`src/logic/sgmr_params.svh`:
```
// constants of the per-channel link management register set
// assumes a 5-bit register address and 16-bit register words
`ifndef SGMR_PARAMS_SVH
`define SGMR_PARAMS_SVH

// register addresses within one channel
`define SGMR_ADDR_CTRL 5'h00
`define SGMR_ADDR_STAT 5'h01
`define SGMR_ADDR_ID_HI 5'h02
`define SGMR_ADDR_ID_LO 5'h03
`define SGMR_ADDR_EXT 5'h0F
`define SGMR_ADDR_GEN 5'h12

// control word field positions
`define SGMR_CTL_RESET 15
`define SGMR_CTL_RSVD14 14
`define SGMR_CTL_SPEED_LSB 13
`define SGMR_CTL_AN_EN 12
`define SGMR_CTL_PDOWN 11
`define SGMR_CTL_ISOLATE 10
`define SGMR_CTL_AN_RESTART 9
`define SGMR_CTL_DUPLEX 8
`define SGMR_CTL_COL_TEST 7
`define SGMR_CTL_SPEED_MSB 6
`define SGMR_CTL_UNIDIR 5

// status and generic control field positions
`define SGMR_STAT_LINK 2
`define SGMR_GEN_DISP 0

// constant read values
`define SGMR_CTL_SPEED_LSB_VAL 1'b0
`define SGMR_CTL_DUPLEX_VAL 1'b1
`define SGMR_CTL_COL_TEST_VAL 1'b0
`define SGMR_CTL_SPEED_MSB_VAL 1'b1
`define SGMR_CTL_LOW_VAL 5'h00
`define SGMR_STAT_CONST 16'h01C8
`define SGMR_EXT_VAL 16'h8000
`define SGMR_ID_HI_VAL 16'h0000
`define SGMR_GEN_HIGH_VAL 15'h0000
`define SGMR_ZERO_WORD 16'h0000

// reset values of stored bits
`define SGMR_RST_RSVD14 1'b0
`define SGMR_RST_AN_EN 1'b1
`define SGMR_RST_BIT11 1'b0
`define SGMR_RST_ISOLATE 1'b1
`define SGMR_RST_AN_RESTART 1'b0
`define SGMR_RST_UNIDIR 1'b0
`define SGMR_RST_DISP 1'b0
`define SGMR_RST_LINK 1'b0

`endif

```
`src/logic/sgmr_pkg.sv`:
```
// types shared by the management register set
// assumes nothing of its surroundings
package sgmr_pkg;
	// per-channel module reset handshake
	typedef enum logic [0:0] {
		SGMR_RST_IDLE,
		SGMR_RST_HOLD
	} sgmr_rst_e;
endpackage

```
`src/logic/sgmr_sync.sv`:
```
// three-stage synchroniser for pin-level inputs
// assumes inputs are asynchronous to sys_clk_i; output moves only
// once the second and third stages agree
module sgmr_sync #(
	parameter int WIDTH = 1
) (
	input wire logic sys_clk_i, // system clock
	input wire logic rst_i, // async reset, active high
	input wire logic [WIDTH-1:0] async_i, // raw pin levels
	output logic [WIDTH-1:0] sync_o // filtered levels
);
	logic [WIDTH-1:0] s1_r;
	logic [WIDTH-1:0] s2_r;
	logic [WIDTH-1:0] s3_r;
	wire [WIDTH-1:0] agree = ~(s2_r ^ s3_r);

	always_ff @(posedge sys_clk_i or posedge rst_i) begin
		if (rst_i) begin
			s1_r <= '0;
			s2_r <= '0;
			s3_r <= '0;
		end else begin
			s1_r <= async_i;
			s2_r <= s1_r;
			s3_r <= s2_r;
		end
	end

	always_ff @(posedge sys_clk_i or posedge rst_i) begin
		if (rst_i) begin
			sync_o <= '0;
		end else begin
			sync_o <= (agree & s3_r) | (~agree & sync_o);
		end
	end
endmodule // sgmr_sync

```
`src/logic/sgmr_regs.sv`:
```
// management register set for all channels of the serial gigabit core
// assumes an upstream management frame decoder that presents one access
// per strobe with channel, address and data; link and reset-done come
// from pins or other domains and are synchronised here
`include "sgmr_params.svh"

module sgmr_regs #(
	parameter int NCHAN = 4,
	parameter logic [15:0] ID_LO_VAL = 16'h0000 // arbitrary neutral value
) (
	input wire logic sys_clk_i, // system clock, 25 MHz
	input wire logic rst_i, // async reset, active high
	input wire logic [1:0] reg_chan_i, // channel of the access
	input wire logic [4:0] reg_addr_i, // register address
	input wire logic reg_wr_i, // write strobe, one cycle
	input wire logic reg_rd_i, // read strobe, one cycle
	input wire logic [15:0] reg_wdata_i, // write data
	output logic [15:0] reg_rdata_o, // read data, held until next read
	output logic reg_rvalid_o, // read data valid, one cycle
	input wire logic [NCHAN-1:0] link_up_i, // serial link up, async
	input wire logic [NCHAN-1:0] reset_done_i, // module took its reset
	output logic [NCHAN-1:0] chan_reset_o, // module reset request
	output logic [NCHAN-1:0] autoneg_en_o, // autoneg enable
	output logic [NCHAN-1:0] autoneg_restart_o, // autoneg restart pulse
	output logic power_down_o, // channel 0 transceiver low power
	output logic [NCHAN-1:0] isolate_o, // isolate client interface
	output logic [NCHAN-1:0] unidir_en_o, // transmit without link
	output logic [NCHAN-1:0] disparity_en_o // disparity checking on
);
	localparam int CW = 2;

	logic [NCHAN-1:0] link_s;
	logic [NCHAN-1:0] done_s;
	logic [15:0] chan_word [NCHAN];
	logic [NCHAN-1:0] pdown_bits;

	// link state and reset acknowledge arrive from outside the domain
	sgmr_sync #(
		.WIDTH(2 * NCHAN)
	) u_sync (
		.sys_clk_i(sys_clk_i),
		.rst_i(rst_i),
		.async_i({reset_done_i, link_up_i}),
		.sync_o({done_s, link_s})
	);

	genvar g;
	for (g = 0; g < NCHAN; g++) begin : g_chan
		sgmr_pkg::sgmr_rst_e st_r;
		sgmr_pkg::sgmr_rst_e st_nxt;
		logic rsvd14_r;
		logic an_en_r;
		logic bit11_r;
		logic isolate_r;
		logic restart_r;
		logic unidir_r;
		logic disp_r;
		logic link_r;
		logic rst_req_r;

		wire sel = reg_chan_i == CW'(g);
		wire idle = st_r == sgmr_pkg::SGMR_RST_IDLE;
		wire hit_ctl = sel & (reg_addr_i == `SGMR_ADDR_CTRL);
		wire hit_stat = sel & (reg_addr_i == `SGMR_ADDR_STAT);
		wire hit_gen = sel & (reg_addr_i == `SGMR_ADDR_GEN);
		// writes are dropped while the module reset is outstanding
		wire wr_ctl = reg_wr_i & hit_ctl & idle;
		wire wr_gen = reg_wr_i & hit_gen & idle;
		wire rd_stat = reg_rd_i & hit_stat;
		wire go_rst = wr_ctl & reg_wdata_i[`SGMR_CTL_RESET];
		wire w_bit11 = reg_wdata_i[`SGMR_CTL_PDOWN];
		// on channel 0 a write without the reset bit can only set power-down
		wire bit11_nxt = (g == 0) ? (bit11_r | w_bit11) : w_bit11;
		// a link drop in the read cycle still wins over the reload
		wire link_nxt = rd_stat ? link_s[g] : (link_r & link_s[g]);

		always_comb begin
			st_nxt = st_r;
			case (st_r)
				sgmr_pkg::SGMR_RST_IDLE: begin
					if (go_rst) begin
						st_nxt = sgmr_pkg::SGMR_RST_HOLD;
					end
				end
				sgmr_pkg::SGMR_RST_HOLD: begin
					if (done_s[g]) begin
						st_nxt = sgmr_pkg::SGMR_RST_IDLE;
					end
				end
				default: begin
					st_nxt = sgmr_pkg::SGMR_RST_IDLE;
				end
			endcase
		end

		always_ff @(posedge sys_clk_i or posedge rst_i) begin
			if (rst_i) begin
				st_r <= sgmr_pkg::SGMR_RST_IDLE;
				rst_req_r <= 1'b0;
			end else begin
				st_r <= st_nxt;
				rst_req_r <= st_nxt == sgmr_pkg::SGMR_RST_HOLD;
			end
		end

		// a module reset reloads this channel's defaults and nothing else
		always_ff @(posedge sys_clk_i or posedge rst_i) begin
			if (rst_i) begin
				rsvd14_r <= `SGMR_RST_RSVD14;
				an_en_r <= `SGMR_RST_AN_EN;
				bit11_r <= `SGMR_RST_BIT11;
				isolate_r <= `SGMR_RST_ISOLATE;
				unidir_r <= `SGMR_RST_UNIDIR;
			end else if (go_rst) begin
				rsvd14_r <= `SGMR_RST_RSVD14;
				an_en_r <= `SGMR_RST_AN_EN;
				bit11_r <= `SGMR_RST_BIT11;
				isolate_r <= `SGMR_RST_ISOLATE;
				unidir_r <= `SGMR_RST_UNIDIR;
			end else if (wr_ctl) begin
				rsvd14_r <= reg_wdata_i[`SGMR_CTL_RSVD14];
				an_en_r <= reg_wdata_i[`SGMR_CTL_AN_EN];
				bit11_r <= bit11_nxt;
				isolate_r <= reg_wdata_i[`SGMR_CTL_ISOLATE];
				unidir_r <= reg_wdata_i[`SGMR_CTL_UNIDIR];
			end
		end

		// restart is a single pulse, accepted at once, so it reads 0 after
		always_ff @(posedge sys_clk_i or posedge rst_i) begin
			if (rst_i) begin
				restart_r <= `SGMR_RST_AN_RESTART;
			end else begin
				restart_r <= wr_ctl & ~go_rst &
					reg_wdata_i[`SGMR_CTL_AN_RESTART];
			end
		end

		always_ff @(posedge sys_clk_i or posedge rst_i) begin
			if (rst_i) begin
				disp_r <= `SGMR_RST_DISP;
			end else if (go_rst) begin
				disp_r <= `SGMR_RST_DISP;
			end else if (wr_gen) begin
				disp_r <= reg_wdata_i[`SGMR_GEN_DISP];
			end
		end

		always_ff @(posedge sys_clk_i or posedge rst_i) begin
			if (rst_i) begin
				link_r <= `SGMR_RST_LINK;
			end else begin
				link_r <= link_nxt;
			end
		end

		wire [15:0] ctl_word = {
			~idle,
			rsvd14_r,
			`SGMR_CTL_SPEED_LSB_VAL,
			an_en_r,
			bit11_r,
			isolate_r,
			restart_r,
			`SGMR_CTL_DUPLEX_VAL,
			`SGMR_CTL_COL_TEST_VAL,
			`SGMR_CTL_SPEED_MSB_VAL,
			unidir_r,
			`SGMR_CTL_LOW_VAL
		};
		// only bit 2 of status is live; medium state is not held here
		wire [15:0] stat_word = `SGMR_STAT_CONST |
			{13'h0, link_r, 2'b00};
		wire [15:0] gen_word = {`SGMR_GEN_HIGH_VAL, disp_r};

		always_comb begin
			case (reg_addr_i)
				`SGMR_ADDR_CTRL: chan_word[g] = ctl_word;
				`SGMR_ADDR_STAT: chan_word[g] = stat_word;
				`SGMR_ADDR_ID_HI: chan_word[g] = `SGMR_ID_HI_VAL;
				`SGMR_ADDR_ID_LO: chan_word[g] = ID_LO_VAL;
				`SGMR_ADDR_EXT: chan_word[g] = `SGMR_EXT_VAL;
				`SGMR_ADDR_GEN: chan_word[g] = gen_word;
				default: chan_word[g] = `SGMR_ZERO_WORD;
			endcase
		end

		assign chan_reset_o[g] = rst_req_r;
		assign autoneg_en_o[g] = an_en_r;
		assign autoneg_restart_o[g] = restart_r;
		assign isolate_o[g] = isolate_r;
		assign unidir_en_o[g] = unidir_r;
		assign disparity_en_o[g] = disp_r;
		assign pdown_bits[g] = bit11_r;
	end

	// only channel 0 gives bit 11 a power-down meaning
	assign power_down_o = pdown_bits[0];

	// a channel number of NCHAN or above reads as an undefined address
	wire chan_ok = int'(reg_chan_i) < NCHAN;
	wire [15:0] rd_word = chan_ok ? chan_word[reg_chan_i] : `SGMR_ZERO_WORD;

	always_ff @(posedge sys_clk_i or posedge rst_i) begin
		if (rst_i) begin
			reg_rdata_o <= `SGMR_ZERO_WORD;
		end else if (reg_rd_i) begin
			reg_rdata_o <= rd_word;
		end
	end

	always_ff @(posedge sys_clk_i or posedge rst_i) begin
		if (rst_i) begin
			reg_rvalid_o <= 1'b0;
		end else begin
			reg_rvalid_o <= reg_rd_i;
		end
	end
endmodule // sgmr_regs

```
`config.mk`:
```
export PLATFORM = sky130hd
export DESIGN_NAME = sgmr_regs
export DESIGN_NICKNAME = d
export VERILOG_FILES = /design/src/logic/sgmr_pkg.sv /design/src/logic/sgmr_sync.sv /design/src/logic/sgmr_regs.sv
export VERILOG_INCLUDE_DIRS = /design/src /design/src/logic
export SDC_FILE = /design/constraint.sdc
export NUM_CORES = 1
export LEC_CHECK = 0
export ABC_AREA = 1
export BUFFER_PORTS_ARGS = -buffer_cell sky130_fd_sc_hd__buf_2
export CAP_MARGIN = 20
export CORE_ASPECT_RATIO = 1.1
export CORE_MARGIN = 10
export CORE_UTILIZATION = 50
export CTS_CLUSTER_SIZE = 24
export DETAILED_ROUTE_END_ITERATION = 8
export PLACE_DENSITY = 0.75
export SLEW_MARGIN = 10
export SYNTH_ARGS = -nofsm -noshare
export SYNTH_HDL_FRONTEND = slang
export SYNTH_HIERARCHICAL = 1
export SYNTH_SLANG_ARGS = --single-unit
```
`constraint.sdc`:
```
create_clock -name sys_clk_i -period 1.4 [get_ports sys_clk_i]
set_input_delay 0.07 -clock sys_clk_i [delete_from_list [all_inputs] [get_ports sys_clk_i]]
set_output_delay 0.07 -clock sys_clk_i [all_outputs]
set_load 0.01 [all_outputs]
```
Word level (Yosys, flattened, before mapping)
Cells that the tools add are included.
{ "classes": {"n_bitwise": 64, "n_eq_ne": 6, "muxes": 71, "reduce_logical": 10, "n_lt_le_gt_ge": 1} }
{ "ops": {"columns": ["cell", "count"], "rows": [
  ["16-bit one-hot mux with 4 select lines", 4],
  ["1-bit 2-to-1 mux", 60],
  ["1-bit AND", 48],
  ["16-bit binary-select mux with 2-bit select", 1],
  ["16-bit 2-to-1 mux", 2],
  ["8-bit AND", 2],
  ["8-bit NOT", 2],
  ["2-bit nonzero test", 8],
  ["1-bit NOT", 8],
  ["8-bit OR", 1],
  ["1-bit one-hot mux with 2 select lines", 4],
  ["8-bit XOR", 1],
  ["5-bit by 1-bit == test with 1-bit output, second input constant", 1],
  ["5-bit by 4-bit == test with 1-bit output, second input constant", 1],
  ["5-bit == test, second input constant", 1],
  ["5-bit zero test", 1],
  ["2-bit == test, second input constant", 2],
  ["3-bit greater-or-equal comparator, second input constant", 1],
  ["2-bit NOT with 3-bit output", 1],
  ["2-bit by 1-bit == test with 1-bit output, second input constant", 1],
  ["2-bit zero test", 1],
  ["1-bit OR", 1]
]} }
{ "totals": {"output_inout_bits": 42, "reg_bits": 85, "inputBits": 35, "elab_cells": 194} }

Longest topological paths before layout
Gate-level depths: netlist of the first run.
{ "logic_depth": {"ltp_word": 8, "mapped_depth": 8, "mapped_depth_nobuf": 8} }

Cells and area by module
The synthesis of the first run kept the hierarchy.
{ "by_module_without_submodules": {"columns": ["mod", "area_per_inst_um2", "n_inst", "cells_per_inst", "seq_area_each_um2"], "rows": [
  ["sgmr_regs", 2502.4, 1, 306, 1211.2],
  ["sgmr_sync", 934.6, 1, 65, 800.8]
]} }

Worst setup path after synthesis of the first run
Ideal clock, no wire load.
{ "synth_path": {"path_kind": "flip-flop to flip-flop", "from": "reg, netlist name g_chan[2].rst_req_r", "to": "reg g_chan[2].rsvd14_r", "path_buffers": 0, "setup_slack_ns": 0.356, "synth_period_minus_slack_ns": 1.044, "required_ns": 1.277, "stages_incl_launch_ff": 7, "arrival_ns": 0.921, "setup_ns": 0.123, "path_cell_list": "dfrtp_1 nor2_2 nand2_1 nor2_4 inv_1 nand2_1 o21ai_1"} }
{ "synth_rtl": {"columns": ["element", "line_no", "text"], "rows": [
  ["end signal: assignment", "sgmr_regs.sv:109", "rsvd14_r <= `SGMR_RST_RSVD14;"],
  ["end signal: assignment", "sgmr_regs.sv:115", "rsvd14_r <= `SGMR_RST_RSVD14;"],
  ["end signal: assignment", "sgmr_regs.sv:121", "rsvd14_r <= reg_wdata_i[`SGMR_CTL_RSVD14];"],
  ["end: declaration", "sgmr_regs.sv:51", "logic rsvd14_r;"]
]} }

==> results.toml, run 1 <==
[run_status]
status = "finished clean"

[critical_path]
crit_path_frequent_cell = "inv_1"
worst-setup-path-type = "flip-flop to flip-flop"
critPathMaxFanout = 7
arrival_ps = 1470
critPathMaxStageDelay_ps = 380
slowest_stage = "dfrtp_1"
worst_setup_path_start_kind = "flip-flop"
crit_chain = "inv_1 -> nand3_4 -> nor2_4 -> inv_1 -> nand2_1 -> o21ai_1"
crit_required_ps = 1610
cp-end-kind = "flip-flop"

[routing]
drt-vias-per-instance = 4.86
antenna_left = 0
wl_um = 7140
vias = 2527
drc = 0
dr.pass1.iters = 5
drtIter0Drc = 108
wl_per_cell_um = 13.7

[timing]
hold_violations = 0
setup_ws_ps = 139
min_period_over_period_pct = 90.1
fin_tns_setup_ps = 0
fin_skew_ps = 17.6
setup_viol = 0
slew_violations = 0
period_needed_ps = 1260
fmax_ghz = 0.793

[placed_design]
port_buffers = 65
place_inst = 493
pre_cts_slack_ps = 114
gp_congestion = 0.847
post-dp-hpwl_um = 5330

[finish]
syn_to_final_growth_pct = 17.3
num-fill-cells = 577
mostFrequentLayoutCell = "nand2_1"
fin_cells = 520
drive_gt1_share_pct = 25.8
final_nets = 469
layout_common_cells = "nand2_1 (96), dfrtp_1 (72), buf_2 (65)"
diodes = 0

[synth]
mappedNetlistArea_sq_um = 3440
syn_inst = 371
synth_ff_type = "dfrtp_1"
synth-seq-cells = 80
avgSynthCellArea_sq_um = 9.26
yosysSeqAreaShare_pct = 58.5
async_flop_share_pct = 100
ys_types = 26
yosysWarnings = 6
synth_edf_count = 0

[clock_tree]
cts.path.max_buffers = 2
path_clk_slew_ps = 90
cts_tree = "done"
htree_levels = 3
cts_root_buffer = "clkbuf_8"
post_cts_buffers = 0
cts_buffers = 9
worst_skew_pair.late_latency_ps = 340
cts.sinks = 80

[die]
die_y_um = 107
die-area_sq_um = 10600
io_pins = 77
chipWidth_um = 99.1
fp-row-count = 31
core_sq_um = 6630
initial_utilization_pct = 51.8

[global_routing]
grt.overflow.total = 0
antenna_found_initial = 0
grt_use_total_pct = 13.7
first_global_vias = 2576
grt_max_degree = 49
grt_first_pass_wirelength_um = 11900

[worst_hold_path]
hold_path_class = "input port to flip-flop"

[power]
p_leak_nw = 2.13
ir_drop_mv = 0.761
power.density_nw_per_um2 = 1190

[job]
cap_violations = 0
## stage by stage
| stage | util [%] | hold slack [ps] | instance area (sq um) | power [mW] |
|---|---|---|---|---|
| 6_report | 60.8 | 19.3 | 4030 | 4.79 |
| 5_1_grt | 60.8 | 18.3 | 4030 | 5.03 |
| 4_1_cts | 60.7 | 7.00 | 4030 | 4.85 |
| 3_5_place_dp | 55.6 | 132 | 3690 | 2.97 |
| 3_3_place_gp | 55.6 | 130 | 3690 | 2.95 |
| 2_1_floorplan | - | 101 | 3440 | 2.85 |
## synth_stat cells (5+ instances only)
| cell type | number | area, sq um |
|---|---|---|
| a21oi_1 | 10 | 50.1 |
| nand4_1 | 6 | 37.5 |
| o21ai_0 | 20 | 100 |
| dfrtp_1 | 72 | 1800 |
| nor2_1 | 30 | 113 |
| inv_1 | 48 | 180 |
| nand2_2 | 5 | 31.3 |
| nand3_1 | 6 | 30.0 |
| o21ai_1 | 9 | 45.0 |
| nand2_1 | 96 | 360 |
| dfstp_2 | 8 | 210 |
| o22ai_1 | 7 | 43.8 |
| buf_4 | 29 | 218 |
## area by class of cell
type	instances	area (sq um)	area share, %
Timing Repair Buffer	81	488	12.1
Tap cell	82	103	2.55
Multi-Input combinational cell	212	1020	25.3
Inverter	50	190	4.72
Clock inverter	4	77.6	1.92
Sequential cell	80	2010	49.9
Clock buffer	11	141	3.51
## path summary, 6_finish.rpt
path / startpoint / to / slack (ps) / cells after the start
min in group asynchronous: rst_i / g_chan[1].disp_r / 300 / 4
hold reg to reg: u_sync/s1_r[3] / u_sync/s2_r[3] / 350 / 0
setup reg to reg: g_chan[1].rst_req_r / g_chan[1].unidir_r / 140 / 6
max in group asynchronous: rst_i / u_sync/s3_r[3] / 750 / 4
setup / recovery: g_chan[1].rst_req_r / g_chan[1].unidir_r / 140 / 6
hold / removal: reg_wdata_i[0] / g_chan[3].disp_r / 20 / 3
## what timing repair did
item / in CTS / in global routing
endpoints found under the hold margin: 86 / 0
hold buffers: 12 / 0
endpoints found under the setup margin: 0 / 4
resized for setup: 0 / 1
## flip-flops by register name (all words and copies together) (netlist names), named ones only
name	count
reg_rdata_o	11
u_sync/s1_r	8
u_sync/s2_r	8
u_sync/s3_r	8
g_chan.an_en_r	4
g_chan.disp_r	4
g_chan.isolate_r	4
g_chan.link_r	4
g_chan.restart_r	4
g_chan.rst_req_r	4
g_chan.rsvd14_r	4
g_chan.unidir_r	4
g_chan.bit11_r	3
power_down_o	1
reg_rvalid_o	1
## where the power goes
part	internal [mW]	switching, mW	total, mW
logic	0.169	0.266	0.435
clock network	1.05	0.795	1.85
registers	2.45	0.0646	2.51
## logic make-up after synthesis
logic type,share of synthesized area [%]
other,0.109
buffers and inverters,12.1
flip-flops,58.5
AO/OA/AOI/OAI,8.34
AND/OR/NAND/NOR,20.9
## routing by layer
layer,global-route usage [%],wire length [um],up-vias
met4,5.94,101,0
met3,4.75,473,8
met2,23.3,3620,64
met5,0,0,-
met1,15.1,2940,1198
li1,-,-,1257
## worst max-delay path: cells and delay by family (launching register included)
| kind | cells | cell delay (ps) |
|---|---|---|
| compound gates | 1 | 70 |
| buf+inv | 2 | 270 |
| flops | 1 | 380 |
| simple gates | 3 | 410 |
(Power assumes the default switching activity.)
==> inputs of run 2 (changes only) <==
--- a/config.mk
+++ b/config.mk
@@ -15,6 +15,7 @@
 export CTS_CLUSTER_SIZE = 24
 export DETAILED_ROUTE_END_ITERATION = 8
 export PLACE_DENSITY = 0.75
+export REMOVE_ABC_BUFFERS = 1
 export SLEW_MARGIN = 10
 export SYNTH_ARGS = -nofsm -noshare
 export SYNTH_HDL_FRONTEND = slang
==> constraint.sdc (replaced) <==
create_clock -name sys_clk_i -period 1.6 [get_ports sys_clk_i]
set_input_delay 0.08 -clock sys_clk_i [delete_from_list [all_inputs] [get_ports sys_clk_i]]
set_output_delay 0.08 -clock sys_clk_i [all_outputs]
set_load 0.01 [all_outputs]
==> run 2 against run 1 <==
Compared with the run above:
- flip-flop and latch count did not move
- largest power group unchanged
- cell count fell by 0.19%
- die area did not move
- worst hold slack got worse by 7.0 ps
- power fell by 16%
- non-clock buffer count fell by 2
- combinational power fell by 14%
- worst setup slack improved by 85 ps
- clock skew fell by 8.3 ps
==> results.toml, run 2 (synthesized netlist as in run 1, its figures left out) <==
[clock_tree]
post_cts_buffers = 0
path_clk_slew_ps = 80
worst_skew_pair.late_latency_ps = 340
cts_buffers = 9
cts_root_buffer = "clkbuf_8"
cts_tree = "done"
htree_levels = 3
cts.path.max_buffers = 2
cts.sinks = 80

[timing]
period_needed_ps = 1380
hold_violations = 0
rsz0062_at_grt = "no"
fin_tns_setup_ps = 0
slew_violations = 0
min_period_over_period_pct = 86.0
setup_viol = 0
setup_ws_ps = 224
fin_skew_ps = 9.32
holdWs_ps = 12.3
fmax_ghz = 0.727

[worst_hold_path]
hp-start = "reg_wdata_i[12]"
hold_path_class = "input port to flip-flop"

[finish]
mostFrequentLayoutCell = "nand2_1"
diodes = 0
syn_to_final_growth_pct = 15.6
multi_input_area_sq_um = 1020
largest-register = "reg_rdata_o"
ff_latch_area_sq_um = 2010
final_util_pct = 59.9
num-fill-cells = 558
largest_register_ffs = 11
final_nets = 467
layout_common_cells = "nand2_1 (96), dfrtp_1 (72), buf_2 (65)"
drive_gt1_share_pct = 25.9

[global_routing]
grt_max_degree = 33
grt.overflow.total = 0
first_global_vias = 2578
grt_use_total_pct = 14.5
grt_first_pass_wirelength_um = 12600
antenna_found_initial = 0

[critical_path]
rrSetupSlack_ps = 280
arrival_ps = 1640
critPathMaxFanout = 5
cp-end-kind = "flip-flop"
crit_chain = "dlygate4sd3_1 -> buf_2 -> nand2_1 -> inv_1 -> nand3_1 -> nor2_1 -> nand2_1 -> a21boi_0"
crit_required_ps = 1860
regToRegStartpoint = "g_chan[0].rst_req_r"
crit_path_frequent_cell = "nand2_1"
worst-setup-path-type = "input port to flip-flop"
crit_start = "reg_rd_i"
critPathMaxStageDelay_ps = 520
worst_setup_path_start_kind = "input port"
slowest_stage = "dlygate4sd3_1"

[placed_design]
pre_cts_slack_ps = 276
post-dp-hpwl_um = 5510
gp_congestion = 0.861
port_buffers = 65

[die]
initial_utilization_pct = 51.8
io_pins = 77
core_sq_um = 6630
chipWidth_um = 99.1
fp-row-count = 31
die-area_sq_um = 10600
die_y_um = 107

[routing]
dr.pass1.iters = 4
drc = 0
vias = 2506
wl_per_cell_um = 14.3
antenna_left = 0
drtIter0Drc = 107
drt-vias-per-instance = 4.83
wl_um = 7410

[power]
power.density_nw_per_um2 = 1010
p_leak_nw = 2.10
power.total_mw = 4.02
ir_drop_mv = 0.609

[run_status]
status = "finished clean"

[job]
cap_violations = 0
## run 2: cell type report
type	instances	area share (%)
flip-flops and latches	80	50.6
multi-input cells	212	25.6
repair buffers	79	11.5
inverters	50	4.79
clock buffers	9	3.12
well taps	82	2.58
clock inverters	7	1.83
## run 2: metal layers
layer / track usage [%] / vias to the layer above / share of wire [%]
li1: - / 1257 / -
met1: 17.3 / 1162 / 43
met2: 23.2 / 78 / 49
met3: 4.95 / 9 / 6.7
met4: 5.94 / 0 / 1.4
met5: 0 / - / 0
## run 2: final timing paths
path,endpoint,depth (start not counted)
hold / removal,g_chan[3].an_en_r,3
max in group asynchronous,g_chan[2].restart_r,4
hold reg to reg,u_sync/s2_r[3],0
setup reg to reg,g_chan[0].rsvd14_r,5
setup / recovery,g_chan[1].link_r,8
min in group asynchronous,g_chan[0].rst_req_r,3
## run 2: stage by stage
stage | std cells | area [sq um]
after floorplan | 342 | 3220
after global placement | 493 | 3680
after detailed placement | 493 | 3680
after CTS | 519 | 3970
after global routing | 519 | 3970
final | 519 | 3970
## run 2: power by group
part           internal [mW]  switching [mW]  total [mW]  leakage, nW
Clock                  0.720           0.729        1.45       0.0952
Combinational          0.142           0.234       0.376        0.997
Sequential              2.14          0.0583        2.20         1.01
## run 2: what timing repair did
action	CTS	global route
gates resized for setup	0	0
hold buffers	10	0
endpoints found under the hold margin	52	0
## run 2: critical path, delay by kind of cell
family	cells	cell delay, ps
compound gates	1	170
buf+inv	3	740
simple gates	4	640
